File: src/channel_irq_map.vh
// Timing, preset address and field constants for the channel interrupt sequencer
`ifndef CHANNEL_IRQ_MAP_VH
`define CHANNEL_IRQ_MAP_VH
`define MC_LAST_PHASE 4'hB
`define T_A0 4'h0
`define T_A7 4'h7
`define T_A8 4'h8
`define PHASE_CLKS 8
`define INT_ADDR_FIRST 6'h22
`define INT_ADDR_SECOND 6'h23
`define RING_FULL 3'h6
`define MODE_LEN_BIT 11
`endif

File: src/machine_cycle_timer.v
// Twelve-phase machine cycle timer driven by a clock-enable divider
`timescale 1ns/100ps
`include "channel_irq_map.vh"
module machine_cycle_timer #(
  parameter PHASE_CLKS = `PHASE_CLKS
) (
  input wire clk,
  input wire rst_b,
  input wire start,
  output wire [3:0] phase,
  output wire running,
  output wire phaseStrobe,
  output wire cycleDone
);
  localparam [31:0] DIV_FULL = PHASE_CLKS - 1;
  localparam [7:0] DIV_LAST = DIV_FULL[7:0];
  reg [7:0] divCnt_r;
  reg [3:0] phase_r;
  reg running_r;
  reg strobe_r;
  reg done_r;

  assign phase = phase_r;
  assign running = running_r;
  assign phaseStrobe = strobe_r;
  assign cycleDone = done_r;

  // A start while a cycle runs is ignored; the sequencer never overlaps cycles
  always @(posedge clk or negedge rst_b) begin
    if (!rst_b) begin
      divCnt_r <= 8'h00;
      phase_r <= 4'h0;
      running_r <= 1'b0;
      strobe_r <= 1'b0;
      done_r <= 1'b0;
    end else begin
      strobe_r <= 1'b0;
      done_r <= 1'b0;
      if (start && !running_r) begin
        running_r <= 1'b1;
        phase_r <= 4'h0;
        divCnt_r <= 8'h00;
        strobe_r <= 1'b1;
      end else if (running_r) begin
        if (divCnt_r == DIV_LAST) begin
          divCnt_r <= 8'h00;
          if (phase_r == `MC_LAST_PHASE) begin
            running_r <= 1'b0;
            done_r <= 1'b1;
          end else begin
            phase_r <= phase_r + 4'h1;
            strobe_r <= 1'b1;
          end
        end else begin
          divCnt_r <= divCnt_r + 8'h01;
        end
      end
    end
  end
endmodule

File: src/channel_interrupt_sequencer.v
// Channel interrupt, length-mismatch, unusual-end and leave-interrupt sequencing
// What this block does
// - First step stores command counter at preset
// - First step forces read status, store counters
// - First preset address driven onto switches
// - Interrupt gate blocks address counter path
// - Starts at command request, fetch suppressed
// - Check gate drops, clears data-cycle request
// - Step two at A8, fetch skips a cycle
// - Second preset forced, command counter path blocked
// - Step two clears step one, normal after A0
// - Trap wait holds request reset until restart
// - Length check enable set by mode select
// - Too-long record on zero count, ring not 6
// - Too-short record on end with count nonzero
// - Incomplete word on end demand, ring not 6
// - Mismatches set the unusual-end trigger
// - Unusual end from selected interface, not during interrupt
// - Unusual ends interrupt unless mode disabled
// - Leave reads preset word, jumps in two steps
// - Leave cycles fetch, counter, command twice
// - Leave fetch loads at 7, decode at 0
// - Interrupt trigger holds until leave or reset
// - Check interrupts wait for data-selected drop
// - Leave counter cycle clears checks except attentions
`timescale 1ns/100ps
`include "channel_irq_map.vh"
module channel_interrupt_sequencer #(
  parameter PHASE_CLKS = `PHASE_CLKS,
  parameter [5:0] PRESET_FIRST = `INT_ADDR_FIRST,
  parameter [5:0] PRESET_SECOND = `INT_ADDR_SECOND
) (
  input wire clk,
  input wire rst_b,
  input wire chanReset,
  input wire cmdCycleReq,
  input wire ioCheckPending,
  input wire dataSelected,
  input wire trapWaitActive,
  input wire startChannel,
  input wire modeSelectStrobe,
  input wire [11:0] modeAddrCtr,
  input wire modeUnusualEnable,
  input wire wordCountZero,
  input wire copyDisconnect,
  input wire [2:0] asmRingPos,
  input wire endGate,
  input wire endDemand,
  input wire ifSelect,
  input wire unusualEndIf1,
  input wire unusualEndIf2,
  input wire cycleGrant,
  input wire leaveFetchStart,
  input wire leaveJumpCmd,
  output wire dataWordReq,
  output wire ctrlWordReq,
  output wire suppressFetch,
  output wire readStatus,
  output wire storeCounters,
  output wire inhibitOpDecode,
  output wire blockAddrCtrPath,
  output wire blockCmdCtrPath,
  output wire checkCondGate,
  output wire interruptOn,
  output wire intStep1,
  output wire intStep2,
  output wire leaveStep1,
  output wire leaveStep2,
  output wire [5:0] casAddr,
  output wire casDrive,
  output wire loadOpWordAddr,
  output wire cmdDecodeActive,
  output wire checkReset,
  output wire transferToAddr,
  output wire lengthCheckEn,
  output wire unusualEnd,
  output wire tooLong,
  output wire tooShort,
  output wire incompleteWord
);
  localparam [3:0] S_IDLE = 4'h0, S_I1_REQ = 4'h1, S_I1_CYC = 4'h2, S_I_GAP = 4'h3;
  localparam [3:0] S_I2_REQ = 4'h4, S_I2_CYC = 4'h5, S_L_B1 = 4'h6, S_L_C1 = 4'h7;
  localparam [3:0] S_L_M1 = 4'h8, S_L_REQ2 = 4'h9, S_L_B2 = 4'hA, S_L_C2 = 4'hB;
  localparam [3:0] S_L_M2 = 4'hC;

  reg [3:0] state_r;
  reg [3:0] state_nxt;
  reg intBdwReq_r, intTrig_r, trapHold_r, intStep1_r, intStep2_r;
  reg leaveStep1_r, leaveStep2_r, casDrive_r, loadPulse_r, decodeActive_r;
  reg checkReset_r, transfer_r, lenEn_r, ueEnable_r;
  reg unusualEnd_r, tooLong_r, tooShort_r, incomplete_r;
  reg [5:0] casAddr_r;

  wire [3:0] phase;
  wire running, phaseStrobe, cycleDone, timerStart, internalCycle, intCause, intBegin;
  wire ueSelected, longHit, shortHit, incompleteHit, clearChecks;

  function atPhase;
    input strobe;
    input [3:0] ph;
    input [3:0] want;
    begin
      atPhase = strobe && (ph == want);
    end
  endfunction

  // Gap, counter and command cycles run on the channel's own timing, no grant
  assign internalCycle = (state_r == S_I_GAP) || (state_r == S_L_C1) ||
    (state_r == S_L_M1) || (state_r == S_L_C2) || (state_r == S_L_M2);
  assign timerStart = (internalCycle && !running && !cycleDone) ||
    (cycleGrant && ((state_r == S_I1_REQ) || (state_r == S_I2_REQ) ||
    (state_r == S_L_REQ2))) || (leaveFetchStart && (state_r == S_IDLE));

  machine_cycle_timer #(
    .PHASE_CLKS(PHASE_CLKS)
  ) u_timer (
    .clk(clk),
    .rst_b(rst_b),
    .start(timerStart),
    .phase(phase),
    .running(running),
    .phaseStrobe(phaseStrobe),
    .cycleDone(cycleDone)
  );

  // Check-type causes wait until the adapter is no longer data selected
  assign intCause = (ioCheckPending && !dataSelected) || (unusualEnd_r && ueEnable_r);
  assign checkCondGate = !intTrig_r;
  assign intBegin = intBdwReq_r && (state_r == S_IDLE);
  assign ueSelected = ifSelect ? unusualEndIf2 : unusualEndIf1;
  assign longHit = lenEn_r && wordCountZero && copyDisconnect && (asmRingPos != `RING_FULL);
  assign shortHit = lenEn_r && endGate && !wordCountZero;
  assign incompleteHit = lenEn_r && endDemand && copyDisconnect &&
    (asmRingPos != `RING_FULL);
  assign clearChecks = checkReset_r || chanReset;

  assign dataWordReq = (state_r == S_I1_REQ);
  assign ctrlWordReq = (state_r == S_I2_REQ) || (state_r == S_L_REQ2);
  assign suppressFetch = intBdwReq_r || (state_r == S_I1_REQ);
  assign readStatus = intStep1_r;
  assign storeCounters = (state_r == S_I1_CYC) && running;
  assign inhibitOpDecode = intStep1_r || leaveStep2_r;
  assign blockAddrCtrPath = intStep1_r || leaveStep1_r;
  assign blockCmdCtrPath = intStep2_r || leaveStep1_r;
  assign interruptOn = intTrig_r;
  assign intStep1 = intStep1_r;
  assign intStep2 = intStep2_r;
  assign leaveStep1 = leaveStep1_r;
  assign leaveStep2 = leaveStep2_r;
  assign casAddr = casAddr_r;
  assign casDrive = casDrive_r;
  assign loadOpWordAddr = loadPulse_r;
  assign cmdDecodeActive = decodeActive_r;
  assign checkReset = checkReset_r;
  assign transferToAddr = transfer_r;
  assign lengthCheckEn = lenEn_r;
  assign unusualEnd = unusualEnd_r;
  assign tooLong = tooLong_r;
  assign tooShort = tooShort_r;
  assign incompleteWord = incomplete_r;

  always @* begin
    state_nxt = state_r;
    case (state_r)
      S_IDLE: begin
        if (intBegin) begin
          state_nxt = S_I1_REQ;
        end else if (leaveFetchStart) begin
          state_nxt = S_L_B1;
        end
      end
      // State codes run in sequence order, so every step forward except S_IDLE to S_L_B1 is one code up
      S_I1_REQ, S_I2_REQ, S_L_REQ2: begin
        if (cycleGrant) begin
          state_nxt = state_r + 4'h1;
        end
      end
      S_I1_CYC, S_I_GAP, S_L_B1, S_L_C1, S_L_M1, S_L_B2, S_L_C2: begin
        if (cycleDone) begin
          state_nxt = state_r + 4'h1;
        end
      end
      S_I2_CYC, S_L_M2: begin
        if (cycleDone) begin
          state_nxt = S_IDLE;
        end
      end
      default: begin
        state_nxt = S_IDLE;
      end
    endcase
  end

  // Sequencer state and interrupt triggers
  always @(posedge clk or negedge rst_b) begin
    if (!rst_b) begin
      state_r <= S_IDLE;
      intBdwReq_r <= 1'b0;
      intTrig_r <= 1'b0;
      trapHold_r <= 1'b0;
      intStep1_r <= 1'b0;
      intStep2_r <= 1'b0;
      leaveStep1_r <= 1'b0;
      leaveStep2_r <= 1'b0;
      casAddr_r <= 6'h00;
      casDrive_r <= 1'b0;
      loadPulse_r <= 1'b0;
      decodeActive_r <= 1'b0;
      checkReset_r <= 1'b0;
      transfer_r <= 1'b0;
    end else if (chanReset) begin
      state_r <= S_IDLE;
      intBdwReq_r <= 1'b0;
      intTrig_r <= 1'b0;
      trapHold_r <= 1'b0;
      intStep1_r <= 1'b0;
      intStep2_r <= 1'b0;
      leaveStep1_r <= 1'b0;
      leaveStep2_r <= 1'b0;
      casAddr_r <= 6'h00;
      casDrive_r <= 1'b0;
      loadPulse_r <= 1'b0;
      decodeActive_r <= 1'b0;
      checkReset_r <= 1'b0;
      transfer_r <= 1'b0;
    end else begin
      state_r <= state_nxt;
      loadPulse_r <= 1'b0;
      checkReset_r <= 1'b0;
      transfer_r <= 1'b0;
      // Trap wait keeps pending interrupts back until the computer restarts the channel
      if (trapWaitActive) begin
        trapHold_r <= 1'b1;
      end else if (startChannel) begin
        trapHold_r <= 1'b0;
      end
      if (trapHold_r || trapWaitActive || intTrig_r) begin
        intBdwReq_r <= 1'b0;
      end else if (cmdCycleReq && intCause && state_r == S_IDLE) begin
        intBdwReq_r <= 1'b1;
      end
      if (intBegin) begin
        intTrig_r <= 1'b1;
        intStep1_r <= 1'b1;
        casAddr_r <= PRESET_FIRST;
        casDrive_r <= 1'b1;
      end else if ((state_r == S_L_M1 && atPhase(phaseStrobe, phase, `T_A0)) ||
          leaveJumpCmd) begin
        intTrig_r <= 1'b0;
      end
      if (state_r == S_I1_CYC && atPhase(phaseStrobe, phase, `T_A8)) begin
        intStep2_r <= 1'b1;
      end
      if (state_r == S_I_GAP && cycleDone) begin
        casAddr_r <= PRESET_SECOND;
      end
      if (state_r == S_I2_REQ && cycleGrant) begin
        intStep1_r <= 1'b0;
      end
      if (state_r == S_I2_CYC && atPhase(phaseStrobe, phase, `T_A0)) begin
        intStep2_r <= 1'b0;
        casDrive_r <= 1'b0;
      end
      if ((state_r == S_L_B1 || state_r == S_L_B2) && atPhase(phaseStrobe, phase, `T_A7)) begin
        loadPulse_r <= 1'b1;
      end
      if (state_r == S_L_C1 && atPhase(phaseStrobe, phase, `T_A0)) begin
        decodeActive_r <= 1'b1;
        checkReset_r <= 1'b1;
      end
      if (leaveJumpCmd) begin
        checkReset_r <= 1'b1;
      end
      if (state_r == S_L_M1 && atPhase(phaseStrobe, phase, `T_A0)) begin
        leaveStep1_r <= 1'b1;
        casAddr_r <= PRESET_FIRST;
        casDrive_r <= 1'b1;
      end
      if (state_r == S_L_B2 && atPhase(phaseStrobe, phase, `T_A7)) begin
        leaveStep2_r <= 1'b1;
      end
      if (state_r == S_L_B2 && cycleDone) begin
        casDrive_r <= 1'b0;
      end
      if (state_r == S_L_M2 && cycleDone) begin
        leaveStep1_r <= 1'b0;
        leaveStep2_r <= 1'b0;
        decodeActive_r <= 1'b0;
        transfer_r <= 1'b1;
      end
    end
  end

  // Mode bits and end-condition triggers; a new end event wins over the clearing reset, chanReset wins over a mode select
  always @(posedge clk or negedge rst_b) begin
    if (!rst_b) begin
      lenEn_r <= 1'b0;
      ueEnable_r <= 1'b1;
      unusualEnd_r <= 1'b0;
      tooLong_r <= 1'b0;
      tooShort_r <= 1'b0;
      incomplete_r <= 1'b0;
    end else begin
      if (chanReset) begin
        lenEn_r <= 1'b0;
        ueEnable_r <= 1'b1;
      end else if (modeSelectStrobe) begin
        lenEn_r <= modeAddrCtr[`MODE_LEN_BIT];
        ueEnable_r <= modeUnusualEnable;
      end
      if (longHit || shortHit || incompleteHit || (ueSelected && !intTrig_r)) begin
        unusualEnd_r <= 1'b1;
      end else if (clearChecks) begin
        unusualEnd_r <= 1'b0;
      end
      if (longHit) begin
        tooLong_r <= 1'b1;
      end else if (clearChecks) begin
        tooLong_r <= 1'b0;
      end
      if (shortHit) begin
        tooShort_r <= 1'b1;
      end else if (clearChecks) begin
        tooShort_r <= 1'b0;
      end
      if (incompleteHit) begin
        incomplete_r <= 1'b1;
      end else if (clearChecks) begin
        incomplete_r <= 1'b0;
      end
    end
  end
endmodule

File: config.mk
export PLATFORM = sky130hd
export DESIGN_NAME = channel_interrupt_sequencer
export DESIGN_NICKNAME = d
export VERILOG_FILES = /design/src/machine_cycle_timer.v /design/src/channel_interrupt_sequencer.v
export VERILOG_INCLUDE_DIRS = /design/src
export SDC_FILE = /design/constraint.sdc
export NUM_CORES = 1
export LEC_CHECK = 0
export ABC_CLOCK_PERIOD_IN_PS = 2400
export BUFFER_PORTS_ARGS = -buffer_cell sky130_fd_sc_hd__clkbuf_2
export CAP_MARGIN = 15
export CORE_ASPECT_RATIO = 1.4
export CORE_MARGIN = 2
export CORE_UTILIZATION = 50
export CTS_CLUSTER_SIZE = 16
export DETAILED_ROUTE_END_ITERATION = 12
export PLACE_DENSITY_LB_ADDON = 0.15
export SLEW_MARGIN = 20
export SYNTH_ARGS = -nofsm -noshare
export SYNTH_HDL_FRONTEND = slang
export SYNTH_SLANG_ARGS = --single-unit
File: constraint.sdc
create_clock -name clk -period 2.4 [get_ports clk]
set_clock_uncertainty 0.05 [all_clocks]
set_input_delay 0.24 -clock clk [delete_from_list [all_inputs] [get_ports clk]]
set_output_delay 0.24 -clock clk [all_outputs]
set_load 0.02 [all_outputs]
== Word-level counts from Yosys, hierarchy flattened ==
Index checks and enable logic that the tools add are counted.
Storage, ports and cells
  register bits after elaboration: 43
  latch bits: 0
  memory bits (read-only): 0
  memories: 0
  input port bits: 35
  memory bits (writable): 0
Operators by class
  shift-type cells: 0
  divide/modulo/power cells: 0
  $add $sub $neg: 3
  reductions and logical operators: 84
  multiply operators: 0
  bitwise logic cells: 0
  equality and inequality tests: 22
  order comparisons: 0
  mux-type cells: 74
Operator list (count)
  two-way mux 1 bit: 56
  two-way mux 4 bit: 10
  logical AND 1 bit: 33
  equality test 4 bit (second input constant): 7
  two-way mux 6 bit: 4
  two-way mux 8 bit: 3
  nonzero test 3 bit: 8
  logical OR 1 bit: 22
  equality test 4 x 3 -> 1 bit (second input constant): 5
  case mux 4 bit (4 select lines): 1
  nonzero test 2 bit: 7
  adder 4 x 1 -> 4 bit (second input constant): 2
  adder 8 x 1 -> 8 bit (second input constant): 1
  equality test 4 x 2 -> 1 bit (second input constant): 2
  equality test 8 x 3 -> 1 bit (second input constant): 1
  logical NOT 4 bit: 2
  OR reduction 7 bit: 1
  inequality test 3 x 2 -> 1 bit (second input constant): 2
  inequality test 3 bit (second input constant): 2
  logical NOT 1 bit: 5
  nonzero test 5 bit: 1
  equality test 4 x 1 -> 1 bit (second input constant): 1
  inequality test 4 bit (second input constant): 1
  AND reduction 4 bit: 1
  other kinds (5): 5

== Logic depth before layout (Yosys ltp) ==
Gate-level depths: netlist (run 1).
  depth after elaboration: 12
  depth in mapped cells: 7
  mapped depth without buffers: 6

== By module ==
A second synthesis (run 1) with hierarchy kept.
Unflattened totals
  cells, all modules: 220
  area total of the unflattened synthesis: 2228.4 um2
By module, submodules not included
  channel_interrupt_sequencer: area each 1467.7 um2, times used 1, cells each 150
  machine_cycle_timer: area each 760.7 um2, times used 1, cells each 70

== Worst setup path after synthesis (run 1) ==
OpenSTA, ideal clock, no wires.
  kind: register -> register
  start point: reg state_r[0]
  end point: reg state_r[2]
  data required time: 2.239 ns
  arrival: 1.974 ns
  path slack: 0.265 ns
  stages on the path, launching flop included: 7
  cells stage by stage: dfrtp_1 -> inv_1 -> ha_1 -> or4b_4 -> o221a_4 -> and3_4 -> a2111oi_2
Between the ends
  word-level cells in the longest chain between the ends: 5
Ends and longest elaborated chain
  start, declared: RTL line channel_interrupt_sequencer.v:86  | reg [3:0] state_r;
  start signal, assigned: RTL line channel_interrupt_sequencer.v:227  | state_r <= state_nxt;
  branches (longest 5 deep; another with adder 4 x 1 -> 4 bit)
Parallel ways; which one is timed is not known. The select of a mux whose other input is x is not followed.
A chain may end at the register's enable or synchronous reset.

== Worst setup path in the final report (run 1) ==
Ends and elaborated chain as after synthesis.

==> results of run 1 <==
## synth_stat cells, drive strengths merged (3+ instances only)
master / n / share of area
nand3: 6 / 0.014
nand2: 16 / 0.027
ha: 7 / 0.040
nor2b: 7 / 0.020
a41oi: 3 / 0.012
nor3: 4 / 0.0091
o21ai: 3 / 0.0068
inv: 14 / 0.024
nand2b: 5 / 0.014
nand4: 4 / 0.011
nor4bb: 3 / 0.014
dfrtp: 38 / 0.43
xor2: 3 / 0.012
mux2i: 3 / 0.014
a21oi: 15 / 0.034
buf: 6 / 0.022
clkbuf: 7 / 0.012
or2: 4 / 0.011
a22o: 4 / 0.016
a31oi: 11 / 0.031
a311oi: 3 / 0.012
nor2: 17 / 0.029
a211oi: 3 / 0.010
and3: 7 / 0.022
## sequential cells by signal, summed over array words and instances (netlist names), 2 cells and up
| register | cells |
|---|---|
| state_r | 4 |
| casAddr | 2 |
| u_timer.divCnt_r | 8 |
| u_timer.phase | 4 |
## stage by stage
step | cell area [sq um] | util | std cells
2_1_floorplan | 2200 | - | 229
3_3_place_gp | 2510 | 0.591 | 333
3_5_place_dp | 2510 | 0.591 | 333
4_1_cts | 2590 | 0.611 | 341
5_1_grt | 2590 | 0.612 | 341
6_report | 2590 | 0.612 | 341
## report_power, final
| group | switching [uW] | internal (uW) | leakage [uW] | total [uW] |
|---|---|---|---|---|
| clock | 225 | 203 | 0.0000412 | 428 |
| combinational | 535 | 483 | 0.000760 | 1020 |
| sequential | 169 | 782 | 0.000502 | 951 |
| total | 928 | 1470 | 0.00130 | 2400 |
## kinds of logic (layout without fill, tap and decap cells)
group | Yosys count | in the layout | share of synthesized area
compound gates | 60 | 60 | 0.202
buf+inv | 27 | 79 | 0.0581
other cells | 1 | 3 | 0.00171
simple gates | 85 | 85 | 0.218
fa+ha+maj | 7 | 7 | 0.0399
xor+xnor | 4 | 4 | 0.0160
flops | 39 | 39 | 0.445
mux | 4 | 4 | 0.0188
## how the worst max path moves through the flow
stage	cells past startpoint	from	endpoint
after detailed placement	6	state_r[0]	state_r[2]
after global routing	6	state_r[0]	state_r[2]
after global placement	6	state_r[0]	state_r[2]
final	6	state_r[0]	state_r[2]
after floorplan	6	state_r[0]	state_r[2]
after CTS	6	state_r[0]	state_r[2]
## final cells by class
cell class                      instances  share of cell area
Inverter                               14              0.0203
Sequential cell                        39               0.377
Tap cell                               60              0.0289
Multi-Input combinational cell        163               0.425
Clock inverter                          2             0.00482
Clock buffer                            6              0.0280
Timing Repair Buffer                   57               0.117
## cell usage in the layout, fill, tap and decap left out, types with 7 or more instances in the layout
| cell type | n |
|---|---|
| clkbuf_2 | 49 |
| dfrtp_1 | 38 |
| nor2_1 | 17 |
| nand2_1 | 16 |
| a21oi_1 | 15 |
| inv_1 | 14 |
| a31oi_1 | 11 |
| nor2b_1 | 7 |
| buf_4 | 7 |
## routing by layer
layer  track usage  wire length, microns  part of all wire  vias to the layer above
li1              -                     -                 -                      935
met5             0                     0                 0                        -
met3        0.0436                   181             0.037                        7
met4        0.0711                    70             0.014                        0
met1         0.240                  2210              0.46                      892
met2         0.347                  2370              0.49                       50
==> results.sh, run 1 <==
export IMPL_status="complete, no violations"
export IMPL_fin_crit_ns=2.24
export IMPL_grtUsageTotal=0.200
export IMPL_finalCritPeriodShare=0.933
export IMPL_routed_via_density=5.52
export IMPL_post_cts_repair_setup_buffers=0
export IMPL_crit_slowest_cell="or4b_4"
export IMPL_slew_limit_headroom=0.429
export IMPL_start_kind="register"
export IMPL_r2r_setup_slack_ns=0.16
export IMPL_ir_drop_mv=0.575
export IMPL_ctsRootBufferMaster="clkbuf_8"
export IMPL_ys_flop_type="dfrtp_1"
export IMPL_nFillCells=385
export IMPL_cpPeakStageDelay_ns=0.51
export IMPL_synth_edf_count=0
export IMPL_dr_first_iter_drc_count=41
export IMPL_crit_family="simple AND/OR/NAND/NOR gates"
export IMPL_worstHoldPathType="in2async"
export IMPL_power_total_uw=2400
export IMPL_grt_pass1_wl_microns=7370
export IMPL_nets=322
export IMPL_start_util=0.518
export IMPL_worstPathRequired_ns=2.53
export IMPL_avgSynthCellArea_sq_um=9.67
export IMPL_r2r_end="state_r[2]"
export IMPL_io_pins=65
export IMPL_die_area_sq_um=4950
export IMPL_max_clock_freq_mhz=446
export IMPL_async_flop_share=1.00
export IMPL_post_cts_resized=0
export IMPL_ys_seq_area_frac=0.445
export IMPL_slew_violations=0
export IMPL_regArea_sq_um=977
export IMPL_worstRegToRegCells=6
export IMPL_tightest_slew_ns=0.856
export IMPL_antenna_found_initial=0
export IMPL_setup_tns_final_ns=0
export IMPL_hold_buffers=0
export IMPL_clockBufferDepth=2
export IMPL_rsz0062_at_grt="no"
export IMPL_area_delta_synth_final_pct=18.1
export IMPL_powerDensity_nw_per_um2=924
export IMPL_ctsHtreeMaxLevel=2
export IMPL_syn_cell_area_sq_um=2200
export IMPL_ys_ff_latch=39
export IMPL_core_area_sq_um=4240
export IMPL_finalHoldViolCount=0
export IMPL_clkTransAtPathRegs_ns=0.07
export IMPL_yosys_warnings=0
export IMPL_dr_pass1_iters=4
export IMPL_grt_ovfl_total=0
export IMPL_grt_max_degree=40
export IMPL_dp_hpwl_microns=3530
export IMPL_leakage_uw=0.00130
export IMPL_drt_wl_total_microns=4830
export IMPL_finalHoldWorstSlack_ns=0.00871
export IMPL_path_buf_inv=1
export IMPL_wire_per_inst_microns=14.2
export IMPL_gp_congestion=0.842
export IMPL_multi_input_area_sq_um=1100
export IMPL_cts_sinks=39
export IMPL_worstPathCellList="inv_1 -> ha_2 -> or4b_4 -> o221a_4 -> and3_4 -> a2111oi_2"
export IMPL_yosysUniqueCellTypes=55
export IMPL_clock_latency_ns=0.29
export IMPL_io_buffers=50
export IMPL_n_antenna_cell=0
export IMPL_dp_slack_ns=0.150
export IMPL_vias=1884
export IMPL_die_height_microns=82.4
export IMPL_cts_buffers=5
export IMPL_critPathMaxFanout=6
export IMPL_drive_gt1_frac=0.278
export IMPL_crit_arrival_ns=2.37
export IMPL_grt_pass1_vias=1638
export IMPL_fp_row_count=28
export IMPL_cts_tree="yes"
export IMPL_rr_startpoint="state_r[0]"
export IMPL_setup_viol=0
export IMPL_ant_nets=0
export IMPL_syn_inst=227
export IMPL_drc=0
export IMPL_finalWorstSetupSlack_ns=0.160
export IMPL_maxCapViolCount=0
export IMPL_critical_path_class="reg2reg"
export IMPL_die_w_microns=60.0
export IMPL_endpoint_kind="register"
No activity file was read; power rests on OpenSTA's default activity.
==> run 2, diff against run 1 <==
--- a/config.mk
+++ b/config.mk
@@ -10,7 +10,7 @@
 export BUFFER_PORTS_ARGS = -buffer_cell sky130_fd_sc_hd__clkbuf_2
 export CAP_MARGIN = 15
 export CORE_ASPECT_RATIO = 1.4
-export CORE_MARGIN = 2
+export CORE_MARGIN = 4
 export CORE_UTILIZATION = 50
 export CTS_CLUSTER_SIZE = 16
 export DETAILED_ROUTE_END_ITERATION = 12
==> results.sh, run 2 (synthesis gave the netlist of run 1 again) <==
export IMPL_status="complete, no violations"
export IMPL_ctsRootBufferMaster="clkbuf_8"
export IMPL_worstPathRequired_ns=2.53
export IMPL_leakage_uw=0.00130
export IMPL_finalCritPeriodShare=0.927
export IMPL_crit_slowest_cell="or4b_4"
export IMPL_die_w_microns=64.0
export IMPL_finalHoldViolCount=0
export IMPL_powerDensity_nw_per_um2=929
export IMPL_ant_nets=0
export IMPL_worstHoldPathType="in2async"
export IMPL_ctsHtreeMaxLevel=2
export IMPL_path_buf_inv=1
export IMPL_largest_register_ffs=8
export IMPL_antenna_found_initial=0
export IMPL_max_clock_freq_mhz=449
export IMPL_cts_tree="yes"
export IMPL_use_met1=0.240
export IMPL_crit_arrival_ns=2.36
export IMPL_maxCapViolCount=0
export IMPL_wire_per_inst_microns=14.5
export IMPL_start_kind="register"
export IMPL_hold_buffers=0
export IMPL_grt_max_degree=40
export IMPL_start_util=0.518
export IMPL_setup_tns_final_ns=0
export IMPL_dr_pass1_iters=4
export IMPL_slew_violations=0
export IMPL_fin_cells=340
export IMPL_n_antenna_cell=0
export IMPL_dpl_cell_count=332
export IMPL_clockBufferDepth=2
export IMPL_grt_pass1_vias=1887
export IMPL_fp_row_count=28
export IMPL_cpPeakStageDelay_ns=0.49
export IMPL_routed_via_density=5.59
export IMPL_vias=1901
export IMPL_clkTransAtPathRegs_ns=0.08
export IMPL_nets=321
export IMPL_dp_hpwl_microns=3620
export IMPL_tightest_slew_ns=0.949
export IMPL_endpoint_kind="register"
export IMPL_cts_buffers=5
export IMPL_rsz0062_at_grt="no"
export IMPL_grtUsageTotal=0.196
export IMPL_ir_drop_mv=0.573
export IMPL_io_pins=65
export IMPL_largest_register="u_timer.divCnt_r"
export IMPL_gp_congestion=0.795
export IMPL_crit_family="simple AND/OR/NAND/NOR gates"
export IMPL_critPathMaxFanout=6
export IMPL_drt_wl_total_microns=4940
export IMPL_critical_path_class="reg2reg"
export IMPL_top_usage_layer="met2"
export IMPL_slew_limit_headroom=0.367
export IMPL_final_common_cell="clkbuf_2"
export IMPL_finalWorstSetupSlack_ns=0.174
export IMPL_grt_ovfl_total=0
export IMPL_dr_first_iter_drc_count=48
export IMPL_io_buffers=50
export IMPL_post_cts_repair_setup_buffers=0
export IMPL_met2_usage=0.325
export IMPL_cts_sinks=39
export IMPL_drc=0
export IMPL_die_height_microns=86.4
export IMPL_clock_latency_ns=0.29
export IMPL_grt_pass1_wl_microns=8610
export IMPL_worstPathCellList="inv_1 -> ha_2 -> or4b_4 -> o221a_4 -> and3_4 -> a2111oi_2"
export IMPL_grt_use_met3=0.0506
export IMPL_fin_crit_ns=2.23
export IMPL_drive_gt1_frac=0.279
export IMPL_dp_slack_ns=0.178
export IMPL_final_cell_mix="50 x clkbuf_2, 38 x dfrtp_1, 17 x nor2_1"
export IMPL_setup_viol=0
export IMPL_area_delta_synth_final_pct=18.1
export IMPL_core_area_sq_um=4240
export IMPL_die_area_sq_um=5530
[run 2: path summary, 6_finish.rpt]
path	cells after the start	end	slack, ns	startpoint
setup / recovery	6	state_r[2]	0.17	state_r[0]
hold / removal	1	trapHold_r	0.03	rst_b
setup reg to reg	6	state_r[2]	0.17	state_r[0]
hold reg to reg	1	tooShort	0.43	tooShort
max in group asynchronous	1	u_timer.phase[0]	1.68	rst_b
min in group clk	2	ueEnable_r	0.11	modeUnusualEnable
[run 2: what timing repair did]
action | 4_1_cts | 5_1_grt
setup endpoints to repair | 0 | 2
endpoints found under the hold margin | 0 | 0
gates resized for setup | 0 | 2
[run 2: area by class of cell]
| type | count | area [sq um] |
|---|---|---|
| inverters | 14 | 52.6 |
| fillers | 392 | 1650 |
| clock inverters | 2 | 12.5 |
| repair buffers | 56 | 295 |
| flip-flops and latches | 39 | 977 |
| multi-input cells | 163 | 1110 |
| clock buffers | 6 | 72.6 |
| well taps | 60 | 75.1 |
[run 2: stage by stage]
stage               hold WS (ns)  total power (uW)   util  instance area (sq um)
floorplan                 -0.106              1690      -                   2200
global placement           0.396              1940  0.589                   2500
detailed placement         0.390              1960  0.589                   2500
CTS                       0.0656              2400  0.610                   2580
global route               0.103              2610  0.612                   2590
finish                    0.0312              2410  0.612                   2590
[run 2: routing by layer]
metal	up-vias	routed length, microns
li1	930	-
met1	902	2070
met2	57	2500
met3	12	275
met4	0	101
met5	-	0
[run 2: power breakdown]
part	internal (uW)	switching, uW	total [uW]
combinational	484	541	1030
clock	203	236	439
sequential	782	162	944
total	1470	939	2410
